## config.mk

```make
export PLATFORM = sky130hd
export DESIGN_NAME = encoder_ctrl_regs_flat
export DESIGN_NICKNAME = d
export VERILOG_FILES = /design/src/logic/encoder_ctrl_pkg.sv /design/src/logic/ctrl_link_if.sv /design/src/logic/encoder_ctrl_regs.sv /design/src/flat_wrapper.sv
export SDC_FILE = /design/constraint.sdc
export NUM_CORES = 1
export LEC_CHECK = 0
export ABC_AREA = 1
export BUFFER_PORTS_ARGS = -buffer_cell sky130_fd_sc_hd__buf_2
export CORE_UTILIZATION = 40
export CTS_BUF_LIST = sky130_fd_sc_hd__clkbuf_8
export CTS_CLUSTER_SIZE = 10
export DETAILED_ROUTE_END_ITERATION = 8
export PLACE_DENSITY = 0.65
export SYNTH_ARGS = -nofsm -noshare
export SYNTH_HDL_FRONTEND = slang
export SYNTH_SLANG_ARGS = --single-unit
```

## constraint.sdc

```tcl
create_clock -name clk -period 1.7 [get_ports clk]
set_clock_uncertainty 0.15 [all_clocks]
set_input_delay 0.17 -clock clk [delete_from_list [all_inputs] [get_ports clk]]
set_output_delay 0.17 -clock clk [all_outputs]
set_load 0.03 [all_outputs]
```

## src/logic/encoder_ctrl_pkg.sv

```systemverilog
// Shared constants and types for the encoder control register logic
package encoder_ctrl_pkg;
    // Register sub-addresses on the control link
    localparam logic [7:0] OUTPUT_POWER_CONTROL_ADDR = 8'h04;
    localparam logic [7:0] TIMING_MODE_CONTROL_ADDR = 8'h07;
    // Reset values of the two registers
    localparam logic [7:0] OUTPUT_POWER_CONTROL_RST = 8'h00;
    localparam logic [7:0] TIMING_MODE_CONTROL_RST = 8'h00;
    // Read answer for an unmapped sub-address
    localparam logic [7:0] UNMAPPED_READ_VALUE = 8'h00;
    // Output/power control field positions
    localparam int OUTPUT_FORMAT_SELECT_BIT = 0;
    localparam int COMPONENT_STANDARD_SELECT_BIT = 1;
    localparam int RGB_SYNC_INSERT_BIT = 2;
    localparam int THREE_LINE_VSYNC_ENABLE_BIT = 3;
    localparam int PEDESTAL_ENABLE_BIT = 4;
    localparam int BLANKING_FILTER_ENABLE_BIT = 5;
    localparam int SLEEP_ENABLE_BIT = 6;
    localparam int RESERVED_TOP_BIT = 7;
    // Timing mode control field positions
    localparam int MASTER_SLAVE_SELECT_BIT = 0;
    localparam int TIMING_MODE_FIELD_LSB = 1;
    localparam int BLANKING_INPUT_ENABLE_BIT = 3;
    localparam int LUMA_DELAY_FIELD_LSB = 4;
    localparam int PIXEL_PORT_FORMAT_BIT = 6;
    localparam int TIMING_COUNTER_RESET_BIT = 7;
    // Vertical sync length in half lines with the three-line option
    localparam logic [2:0] VSYNC_HALF_LINES_PAL = 3'h5;
    localparam logic [2:0] VSYNC_HALF_LINES_NTSC = 3'h6;
    // Luma delay step, time and cycles at the 50 MHz clock
    localparam int CLK_PERIOD_PS = 20000;
    localparam int LUMA_DELAY_STEP_PS = 74000;
    localparam int LUMA_DELAY_STEP_CYCLES =
        (LUMA_DELAY_STEP_PS + CLK_PERIOD_PS - 1) / CLK_PERIOD_PS;
    // Host software register indices
    localparam logic [2:0] HOST_SUBADDR_IDX = 3'h0;
    localparam logic [2:0] HOST_DATA_IDX = 3'h1;
    localparam logic [2:0] HOST_COMMAND_IDX = 3'h2;
    localparam logic [2:0] HOST_STATUS_IDX = 3'h3;
    localparam logic [2:0] HOST_READ_DATA_IDX = 3'h4;
    // Host command bits
    localparam int CMD_WRITE_BIT = 0;
    localparam int CMD_READ_BIT = 1;
    localparam int CMD_COUNTER_RESET_BIT = 2;
    // Converter signal selections
    typedef enum logic [2:0] {
        DAC_CVBS = 3'h0,
        DAC_LUMA = 3'h1,
        DAC_CHROMA = 3'h2,
        DAC_GREEN = 3'h3,
        DAC_BLUE = 3'h4,
        DAC_RED = 3'h5,
        DAC_PB = 3'h6,
        DAC_PR = 3'h7
    } dac_signal_e;
endpackage

```

## src/logic/ctrl_link_if.sv

```systemverilog
// Control link between the host controller and the encoder register bank
`timescale 1ns/100ps
interface ctrl_link_if;
    logic [7:0] sub_addr; // Register sub-address
    logic [7:0] wdata; // Write data
    logic wr; // One-cycle write strobe
    logic rd; // One-cycle read strobe
    logic [7:0] rdata; // Read data, valid the cycle after rd
    // Encoder end
    modport device (input sub_addr, input wdata, input wr, input rd, output rdata);
    // Host controller end
    modport host (output sub_addr, output wdata, output wr, output rd, input rdata);
endinterface

```

## src/logic/encoder_ctrl_regs.sv

```systemverilog
// Encoder end: output/power and timing mode control registers
//
// Contract
// RQ1 - Output/power register, 8 bits at 04H
// RQ2 - Output select: composite or component
// RQ3 - Standard select gives YPbPr instead of RGB
// RQ4 - RGB sync bit embeds sync on RGB
// RQ5 - Slave vsync may last 2.5/3 lines
// RQ6 - Master vsync three lines NTSC, 2.5 PAL
// RQ7 - Pedestal on NTSC only, ignored in PAL
// RQ8 - Blanking filter outside active video when set
// RQ9 - Sleep bit set enters sleep mode
// RQ10 - Registers stay accessible during sleep
// RQ11 - Clearing sleep bit resumes normal operation
// RQ12 - External reset leaves sleep mode
// RQ13 - Host writes zero to reserved bit
// RQ14 - Timing register at 07H, read and write
// RQ15 - Master/slave bit selects timing source
// RQ16 - Two-bit timing mode field
// RQ17 - Blanking input honoured only in slave
// RQ18 - Luma delay field, 74 ns per step; code rounds each step up to 4 cycles of 20 ns, 80 ns
// RQ19 - Host writes zero to pixel format bit
// RQ20 - Low-high-low toggle resets timing counters
// RQ21 - Host toggles after power-up, reset, mode change
// RQ22 - All selects set, chroma clear: Y, Pb, Pr
// RQ23 - Registers kept across sleep entry and exit
`timescale 1ns/100ps
module encoder_ctrl_regs (
    // Clock and reset
    input wire logic clk,
    input wire logic reset,
    // Control link
    ctrl_link_if.device link,
    // Settings held in other registers of the encoder
    input wire logic pal_mode,
    input wire logic output_swap_select,
    input wire logic extra_chroma_select,
    // External blanking pin, active low
    input wire logic blank_in_n,
    // Converter routing
    output encoder_ctrl_pkg::dac_signal_e dac_a_sel,
    output encoder_ctrl_pkg::dac_signal_e dac_b_sel,
    output encoder_ctrl_pkg::dac_signal_e dac_c_sel,
    output logic sync_on_rgb,
    // Timing generator control
    output logic master_mode,
    output logic [1:0] timing_mode,
    output logic [2:0] master_vsync_half_lines,
    output logic timing_counter_clear,
    output logic [7:0] luma_delay_cycles,
    // Analog and filter control
    output logic pedestal_active,
    output logic blank_filter_on,
    output logic sleep_active,
    // Blanking seen by the datapath, active low
    output logic blank_out_n
);
    import encoder_ctrl_pkg::*;

    ////////////////////////////////////////////////////////////////////////
    // Register storage
    ////////////////////////////////////////////////////////////////////////

    // Output/power control register
    logic [7:0] output_power_control_r;
    // Timing mode control register
    logic [7:0] timing_mode_control_r;
    // Read data register
    logic [7:0] rdata_r;
    // Previous timing counter reset bit, for the toggle detector
    logic counter_reset_prev_r;
    // Blanking pin synchroniser
    logic blank_meta_r;
    logic blank_sync_r;

    // Field views of the registers
    wire logic output_format_select = output_power_control_r[OUTPUT_FORMAT_SELECT_BIT];
    wire logic component_standard_select = output_power_control_r[COMPONENT_STANDARD_SELECT_BIT];
    wire logic rgb_sync_insert = output_power_control_r[RGB_SYNC_INSERT_BIT];
    wire logic three_line_vsync_enable = output_power_control_r[THREE_LINE_VSYNC_ENABLE_BIT];
    wire logic pedestal_enable = output_power_control_r[PEDESTAL_ENABLE_BIT];
    wire logic blanking_filter_enable = output_power_control_r[BLANKING_FILTER_ENABLE_BIT];
    wire logic sleep_enable = output_power_control_r[SLEEP_ENABLE_BIT];
    wire logic master_slave_select = timing_mode_control_r[MASTER_SLAVE_SELECT_BIT];
    wire logic [1:0] timing_mode_field = timing_mode_control_r[TIMING_MODE_FIELD_LSB +: 2];
    wire logic blanking_input_enable = timing_mode_control_r[BLANKING_INPUT_ENABLE_BIT];
    wire logic [1:0] luma_delay_field = timing_mode_control_r[LUMA_DELAY_FIELD_LSB +: 2];
    wire logic timing_counter_reset = timing_mode_control_r[TIMING_COUNTER_RESET_BIT];

    ////////////////////////////////////////////////////////////////////////
    // Register writes and reads
    ////////////////////////////////////////////////////////////////////////

    // Output/power register; writes taken in sleep too, never cleared by sleep
    always_ff @(posedge clk or posedge reset) begin
        if (reset) begin
            // External reset also drops the sleep bit
            output_power_control_r <= OUTPUT_POWER_CONTROL_RST; // RQ12
        end else if (link.wr && link.sub_addr == OUTPUT_POWER_CONTROL_ADDR) begin
            // Every bit stored as written
            output_power_control_r <= link.wdata; // RQ1 RQ10 RQ23
        end
    end

    // Timing mode control register
    always_ff @(posedge clk or posedge reset) begin
        if (reset) begin
            timing_mode_control_r <= TIMING_MODE_CONTROL_RST;
        end else if (link.wr && link.sub_addr == TIMING_MODE_CONTROL_ADDR) begin
            // Whole byte stored, pixel format bit kept as written
            timing_mode_control_r <= link.wdata; // RQ14
        end
    end

    // Read data stands the cycle after the read strobe, also during sleep
    always_ff @(posedge clk or posedge reset) begin
        if (reset) begin
            rdata_r <= UNMAPPED_READ_VALUE;
        end else if (link.rd) begin
            case (link.sub_addr)
                OUTPUT_POWER_CONTROL_ADDR: begin
                    rdata_r <= output_power_control_r; // RQ1 RQ10
                end
                TIMING_MODE_CONTROL_ADDR: begin
                    rdata_r <= timing_mode_control_r; // RQ14
                end
                default: begin
                    // Unmapped sub-address reads as zero
                    rdata_r <= UNMAPPED_READ_VALUE;
                end
            endcase
        end
    end

    assign link.rdata = rdata_r;

    ////////////////////////////////////////////////////////////////////////
    // Converter routing
    ////////////////////////////////////////////////////////////////////////

    // Routing of the three converters from the select bits
    always_ff @(posedge clk or posedge reset) begin
        if (reset) begin
            dac_a_sel <= DAC_CVBS;
            dac_b_sel <= DAC_CVBS;
            dac_c_sel <= DAC_CHROMA;
        end else begin
            // Converter A: luma or green when swapped, else composite or chroma
            if (output_swap_select) begin
                if (output_format_select && !component_standard_select) begin
                    dac_a_sel <= DAC_GREEN; // RQ2
                end else begin
                    dac_a_sel <= DAC_LUMA; // RQ22
                end
            end else if (extra_chroma_select) begin
                dac_a_sel <= DAC_CHROMA;
            end else begin
                dac_a_sel <= DAC_CVBS;
            end
            // Converters B and C: component pair or composite with chroma
            if (output_format_select) begin
                if (component_standard_select) begin
                    dac_b_sel <= DAC_PB; // RQ3 RQ22
                    dac_c_sel <= DAC_PR; // RQ3 RQ22
                end else begin
                    dac_b_sel <= DAC_BLUE; // RQ2
                    dac_c_sel <= DAC_RED; // RQ2
                end
            end else begin
                dac_b_sel <= DAC_CVBS; // RQ2
                dac_c_sel <= DAC_CHROMA; // RQ2
            end
        end
    end

    // Sync embedded on the component outputs
    always_ff @(posedge clk or posedge reset) begin
        if (reset) begin
            sync_on_rgb <= 1'b0;
        end else begin
            sync_on_rgb <= rgb_sync_insert; // RQ4
        end
    end

    ////////////////////////////////////////////////////////////////////////
    // Timing generator control
    ////////////////////////////////////////////////////////////////////////

    // Timing source, mode and master vsync length
    always_ff @(posedge clk or posedge reset) begin
        if (reset) begin
            master_mode <= 1'b0;
            timing_mode <= 2'h0;
            master_vsync_half_lines <= 3'h0;
        end else begin
            master_mode <= master_slave_select; // RQ15
            timing_mode <= timing_mode_field; // RQ16
            if (master_slave_select && three_line_vsync_enable) begin
                // Zero means the standard vsync of the timing mode
                master_vsync_half_lines <= pal_mode ? VSYNC_HALF_LINES_PAL
                                                    : VSYNC_HALF_LINES_NTSC; // RQ6
            end else begin
                master_vsync_half_lines <= 3'h0;
            end
        end
    end

    // Low-high-low toggle: the falling edge finishes it, one-cycle clear
    always_ff @(posedge clk or posedge reset) begin
        if (reset) begin
            counter_reset_prev_r <= 1'b0;
            timing_counter_clear <= 1'b0;
        end else begin
            counter_reset_prev_r <= timing_counter_reset;
            timing_counter_clear <= counter_reset_prev_r && !timing_counter_reset; // RQ20
        end
    end

    // Luma delay in clock cycles, one step per field count
    always_ff @(posedge clk or posedge reset) begin
        if (reset) begin
            luma_delay_cycles <= 8'h00;
        end else begin
            luma_delay_cycles <= 8'(int'(luma_delay_field) * LUMA_DELAY_STEP_CYCLES); // RQ18
        end
    end

    ////////////////////////////////////////////////////////////////////////
    // Analog, filter and blanking control
    ////////////////////////////////////////////////////////////////////////

    // Pedestal only in NTSC, filter and sleep straight from their bits
    always_ff @(posedge clk or posedge reset) begin
        if (reset) begin
            pedestal_active <= 1'b0;
            blank_filter_on <= 1'b0;
            sleep_active <= 1'b0;
        end else begin
            pedestal_active <= pedestal_enable && !pal_mode; // RQ7
            blank_filter_on <= blanking_filter_enable; // RQ8
            // Follows the bit both ways, so clearing it wakes the encoder
            sleep_active <= sleep_enable; // RQ9 RQ11
        end
    end

    // Two-stage synchroniser on the blanking pin
    always_ff @(posedge clk or posedge reset) begin
        if (reset) begin
            blank_meta_r <= 1'b1;
            blank_sync_r <= 1'b1;
        end else begin
            blank_meta_r <= blank_in_n;
            blank_sync_r <= blank_meta_r;
        end
    end

    // Pin honoured only when enabled and the encoder is a timing slave
    always_ff @(posedge clk or posedge reset) begin
        if (reset) begin
            blank_out_n <= 1'b1;
        end else if (blanking_input_enable && !master_slave_select) begin
            blank_out_n <= blank_sync_r; // RQ17
        end else begin
            blank_out_n <= 1'b1;
        end
    end
endmodule

```

## src/flat_wrapper.sv

```systemverilog
// flat-port wrapper written by rule: the top's interface ports become plain ports
module encoder_ctrl_regs_flat import encoder_ctrl_pkg::*;
  (clk, reset, pal_mode, output_swap_select, extra_chroma_select, blank_in_n, dac_a_sel, dac_b_sel, dac_c_sel, sync_on_rgb, master_mode, timing_mode, master_vsync_half_lines, timing_counter_clear, luma_delay_cycles, pedestal_active, blank_filter_on, sleep_active, blank_out_n, link_sub_addr, link_wdata, link_wr, link_rd, link_rdata);
  ctrl_link_if link_i ();
  input wire logic clk;
  input wire logic reset;
  input wire logic pal_mode;
  input wire logic output_swap_select;
  input wire logic extra_chroma_select;
  input wire logic blank_in_n;
  output encoder_ctrl_pkg::dac_signal_e dac_a_sel;
  output encoder_ctrl_pkg::dac_signal_e dac_b_sel;
  output encoder_ctrl_pkg::dac_signal_e dac_c_sel;
  output logic sync_on_rgb;
  output logic master_mode;
  output logic [1:0] timing_mode;
  output logic [2:0] master_vsync_half_lines;
  output logic timing_counter_clear;
  output logic [7:0] luma_delay_cycles;
  output logic pedestal_active;
  output logic blank_filter_on;
  output logic sleep_active;
  output logic blank_out_n;
  input wire logic [$bits(link_i.sub_addr)-1:0] link_sub_addr;
  input wire logic [$bits(link_i.wdata)-1:0] link_wdata;
  input wire logic [$bits(link_i.wr)-1:0] link_wr;
  input wire logic [$bits(link_i.rd)-1:0] link_rd;
  output wire logic [$bits(link_i.rdata)-1:0] link_rdata;
  assign link_i.sub_addr = link_sub_addr;
  assign link_i.wdata = link_wdata;
  assign link_i.wr = link_wr;
  assign link_i.rd = link_rd;
  assign link_rdata = link_i.rdata;
  encoder_ctrl_regs u_core (.clk(clk), .reset(reset), .link(link_i), .pal_mode(pal_mode), .output_swap_select(output_swap_select), .extra_chroma_select(extra_chroma_select), .blank_in_n(blank_in_n), .dac_a_sel(dac_a_sel), .dac_b_sel(dac_b_sel), .dac_c_sel(dac_c_sel), .sync_on_rgb(sync_on_rgb), .master_mode(master_mode), .timing_mode(timing_mode), .master_vsync_half_lines(master_vsync_half_lines), .timing_counter_clear(timing_counter_clear), .luma_delay_cycles(luma_delay_cycles), .pedestal_active(pedestal_active), .blank_filter_on(blank_filter_on), .sleep_active(sleep_active), .blank_out_n(blank_out_n));
endmodule
```

Yosys cells after proc, flatten, opt, wreduce, memory -nomap -nowiden:

Index checks and enable logic that the tools add are counted.

* bits in registers: 50
* bits of input ports: 24
* output and inout bits: 37
* word-level logic and storage cells: 43

* equal/unequal tests: 2
* mux-type cells: 11
* reductions and logical operators: 11

Operators with widths (count)
* 8-bit by 3-bit == test with 1-bit output, second input constant: 2
* 8-bit one-hot mux with 2 select lines: 1
* 3-bit 2-to-1 mux: 4
* 2-bit 2-to-1 mux: 5
* 1-bit logical AND: 7
* 1-bit logical NOT: 4
* 1-bit 2-to-1 mux: 1

Longest topological paths before layout:

* depth after elaboration: 4
* mapped depth: 8
* gate-level depth less buffers: 7

Worst setup path before layout:

Ideal clock, no wire load.

* path type: in2reg
* from: input link_sub_addr[3]
* to: register u_core.output_power_control_r[0]
* setup time: 0.118 ns
* arrival: 0.868 ns
* required time: 1.432 ns
* setup slack: 0.564 ns
* cell stages on the path: 7
* buffers on the path: 1
* path through: clkinv_1 -> nand2_2 -> nor2_4 -> nand3_4 -> buf_6 -> nand2_2 -> o21ai_2

* cells in the longest elaborated chain, start to end: 2

Ends and longest elaborated chain
* from (decl): RTL line flat_wrapper.sv:24 `input wire logic [$bits(link_i.sub_addr)-1:0] link_sub_addr;`
* 8-bit by 3-bit == test with 1-bit output: RTL line encoder_ctrl_regs.sv:99 `end else if (link.wr && link.sub_addr == OUTPUT_POWER_CONTROL_ADDR) begin`
* 1-bit logical AND: RTL line encoder_ctrl_regs.sv:99
* to (signal assigned): RTL line encoder_ctrl_regs.sv:101 `output_power_control_r <= link.wdata;`
* to (decl): RTL line encoder_ctrl_regs.sv:65 `logic [7:0] output_power_control_r;`

Every way passes these cells.
A chain may end at the register's enable or synchronous reset.

Worst setup path in the final report:

* from: register u_core.blank_out_n
* to: output blank_out_n

RTL lines
* from (decl): RTL line encoder_ctrl_regs.sv:56 `output logic blank_out_n`
* from (signal assigned): RTL line encoder_ctrl_regs.sv:262 `blank_out_n <= blank_sync_r;`
* to (decl): RTL line flat_wrapper.sv:23 `output logic blank_out_n;`

No word-level cell between the ends.

==> results.py <==
metrics = {
    "cts": {
        "cts_made_buffers": 5,
        "htree_num_levels": 2,
        "cts_setup_buffers": 0,
        "clk_latency_ns": 0.29,
        "cts.sinks": 46,
        "cts_tree": "yes",
        "root_buffer": "clkbuf_8",
        "hold_buffers": 8,
        "cts_repair_resize_count": 0,
        "clk_path_buf_depth": 2,
        "path_clk_slew_ns": 0.08,
    },
    "floorplan": {
        "die_area_um2": 5070,
        "io_pins": 61,
        "rows": 24,
        "start_util_pct": 42.8,
        "coreArea_um2": 4470,
        "die_y_um": 71.2,
        "die_w_um": 71.2,
    },
    "run_status": {
        "status": "finished, violations left",
        "violations": "design-rule violations",
    },
    "synth": {
        "yosysWarnings": 0,
        "netlist_instances": 184,
        "avgSynthCellArea_um2": 10.4,
        "synthesis.area_um2": 1910,
        "ys_ff_latch": 46,
        "ys_seq_area_share_pct": 60.4,
        "ys_types": 19,
    },
    "global_route": {
        "grt_max_degree": 29,
        "grt_remaining_overflow": 0,
        "grt_pass1_wl_um": 5480,
        "grt_pass1_vias": 1215,
        "groute.usage.overall_pct": 14.2,
        "antenna_found_initial": 0,
    },
    "placement": {
        "hpwl_um": 2300,
        "numPortBuffers": 52,
        "gp_congestion": 0.705,
    },
    "setup_path": {
        "path_class": "flop to primary output",
        "end_kind": "primary output",
        "cp.required_ns": 1.38,
        "crit_arrival_ns": 0.99,
        "worstPathMaxFanout": 1,
        "path_buf_inv": 1,
        "critPathTopFamily": "flip-flops",
        "slowest_stage": "dfstp_2",
        "start_kind": "flop",
        "crit_chain": "buf_2",
        "slowest_delay_ns": 0.52,
    },
    "sta": {
        "fmax_mhz": 761,
        "finalCritPeriodShare_pct": 77.3,
        "rsz0062_at_grt": "false",
        "setup_viol": 0,
        "period_minus_slack_ns": 1.31,
        "finalHoldViolCount": 0,
        "fin_setup_tns_ns": 0,
        "slew_viol_final": 0,
    },
    "pwr": {
        "power.total_mw": 2.16,
        "ir_worst_vdd_uv": 393,
        "power_density_nw_per_um2": 913,
        "power.leakage_nw": 1.35,
    },
    "drt": {
        "viasPerCell": 4.30,
        "routed_wl_um": 3220,
        "drt-initial-drc-count": 56,
        "wire_per_inst_um": 10.8,
        "remaining_drc_errors": 2,
        "drtPass1Iterations": 8,
        "vias": 1280,
        "drtAntennaViolNets": 0,
    },
    "worst_hold_path": {
        "min_path_type": "input pin to flop",
    },
    "final_layout": {
        "drive_above_1_share_pct": 38.6,
        "syn2layout_area_growth_pct": 23.4,
        "final_nets": 269,
        "diodes": 0,
    },
    "run": {
        "max_cap_violations": 0,
    },
}
[layout make-up]
| cell class | instances | area (um^2) |
|---|---|---|
| repair buffers | 61 | 360 |
| flip-flops and latches | 46 | 1160 |
| fillers | 421 | 2110 |
| well taps | 52 | 65.1 |
| inverters | 23 | 86.3 |
| multi-input cells | 108 | 586 |
| clock buffers | 5 | 68.8 |
| clock inverters | 3 | 40.0 |
[state kept, by name, summed over array words and instances (netlist names)]
register / cells
u_core.blank_filter_on: 1
u_core.blank_meta_r: 1
u_core.blank_out_n: 1
u_core.blank_sync_r: 1
u_core.counter_reset_prev_r: 1
u_core.dac_a_sel: 2
u_core.dac_b_sel: 1
u_core.dac_c_sel: 2
u_core.link.rdata: 8
u_core.luma_delay_cycles: 2
u_core.master_mode: 1
u_core.master_vsync_half_lines: 3
u_core.output_power_control_r: 8
u_core.pedestal_active: 1
u_core.sleep_active: 1
u_core.sync_on_rgb: 1
u_core.timing_counter_clear: 1
u_core.timing_mode: 2
u_core.timing_mode_control_r: 8
[power by group]
group	internal, mW	switching (mW)	leakage, nW	total (mW)
sequential	1.13	0.0228	0.620	1.16
clock	0.432	0.348	0.0579	0.781
combinational	0.0716	0.148	0.675	0.219
[cells in the final DEF (no fill, tap or decap), drive strengths merged]
master and instances:
bufinv 1, buf 53, nand2 56, or3b 1
conb 8, a21oi 1, dlygate4sd3 8, nor2 8
o21ai 16, clkbuf 5, dfstp 4, inv 22
nand3 18, clkinv 3, dfrtp 42
[path summary, 6_finish.rpt]
path / start / endpoint / slack, ns / cells after the start
worst min register to register: u_core.blank_meta_r / u_core.blank_sync_r / 0.21 / 0
max in group asynchronous: reset / u_core.blank_meta_r / 0.59 / 4
worst max register to register: u_core.timing_mode_control_r[0] / u_core.blank_out_n / 0.57 / 1
worst max-delay path: u_core.blank_out_n / blank_out_n / 0.39 / 1
worst min-delay path: link_wdata[2] / u_core.timing_mode_control_r[2] / 0.002 / 3
min in group asynchronous: reset / u_core.dac_c_sel[0] / 0.26 / 3
[per-stage QoR]
stage / setup WS [ns] / utilization (%) / std cells / hold slack, ns / area, um^2
6_report: 0.385 / 52.8 / 298 / 0.00170 / 2360
2_1_floorplan: 0.299 / - / 191 / 0.0245 / 1940
5_1_grt: 0.343 / 52.8 / 298 / 0.000225 / 2360
4_1_cts: 0.367 / 52.8 / 298 / 0.000592 / 2360
3_3_place_gp: 0.268 / 48.6 / 282 / 0.0320 / 2170
3_5_place_dp: 0.241 / 48.6 / 282 / 0.0335 / 2170
[logic make-up after synthesis]
group	Yosys count	synth area share (%)
buffers and inverters	37	10.4
DFF	46	60.4
other	1	0.196
and+or+nand+nor	83	21.4
AOI/OAI and AO/OA	17	7.58
[cell usage after synthesis]
cell | count | share of area (%)
dfstp_2 | 4 | 5.5
nand3_1 | 16 | 4.2
a21oi_1 | 1 | 0.26
nor2_1 | 5 | 0.98
or3b_2 | 1 | 0.46
clkbuf_1 | 1 | 0.20
nor2_8 | 1 | 1.0
buf_4 | 10 | 3.9
conb_1 | 1 | 0.20
dfrtp_1 | 42 | 55
o21ai_2 | 16 | 7.3
inv_2 | 1 | 0.20
clkinv_1 | 1 | 0.20
nor2_4 | 2 | 1.2
nand3_4 | 2 | 1.8
nand2_2 | 6 | 2.0
nand2_1 | 50 | 9.8
inv_1 | 21 | 4.1
buf_6 | 3 | 1.8
[layer usage]
metal / track usage [%] / share of wire, % / vias to the layer above
li1: - / - / 670
met4: 6.67 / 1.8 / 0
met2: 21.2 / 43 / 39
met5: 0 / 0 / -
met3: 3.85 / 4.7 / 7
met1: 19.4 / 50 / 564
Power figures use the tool's default switching activity.
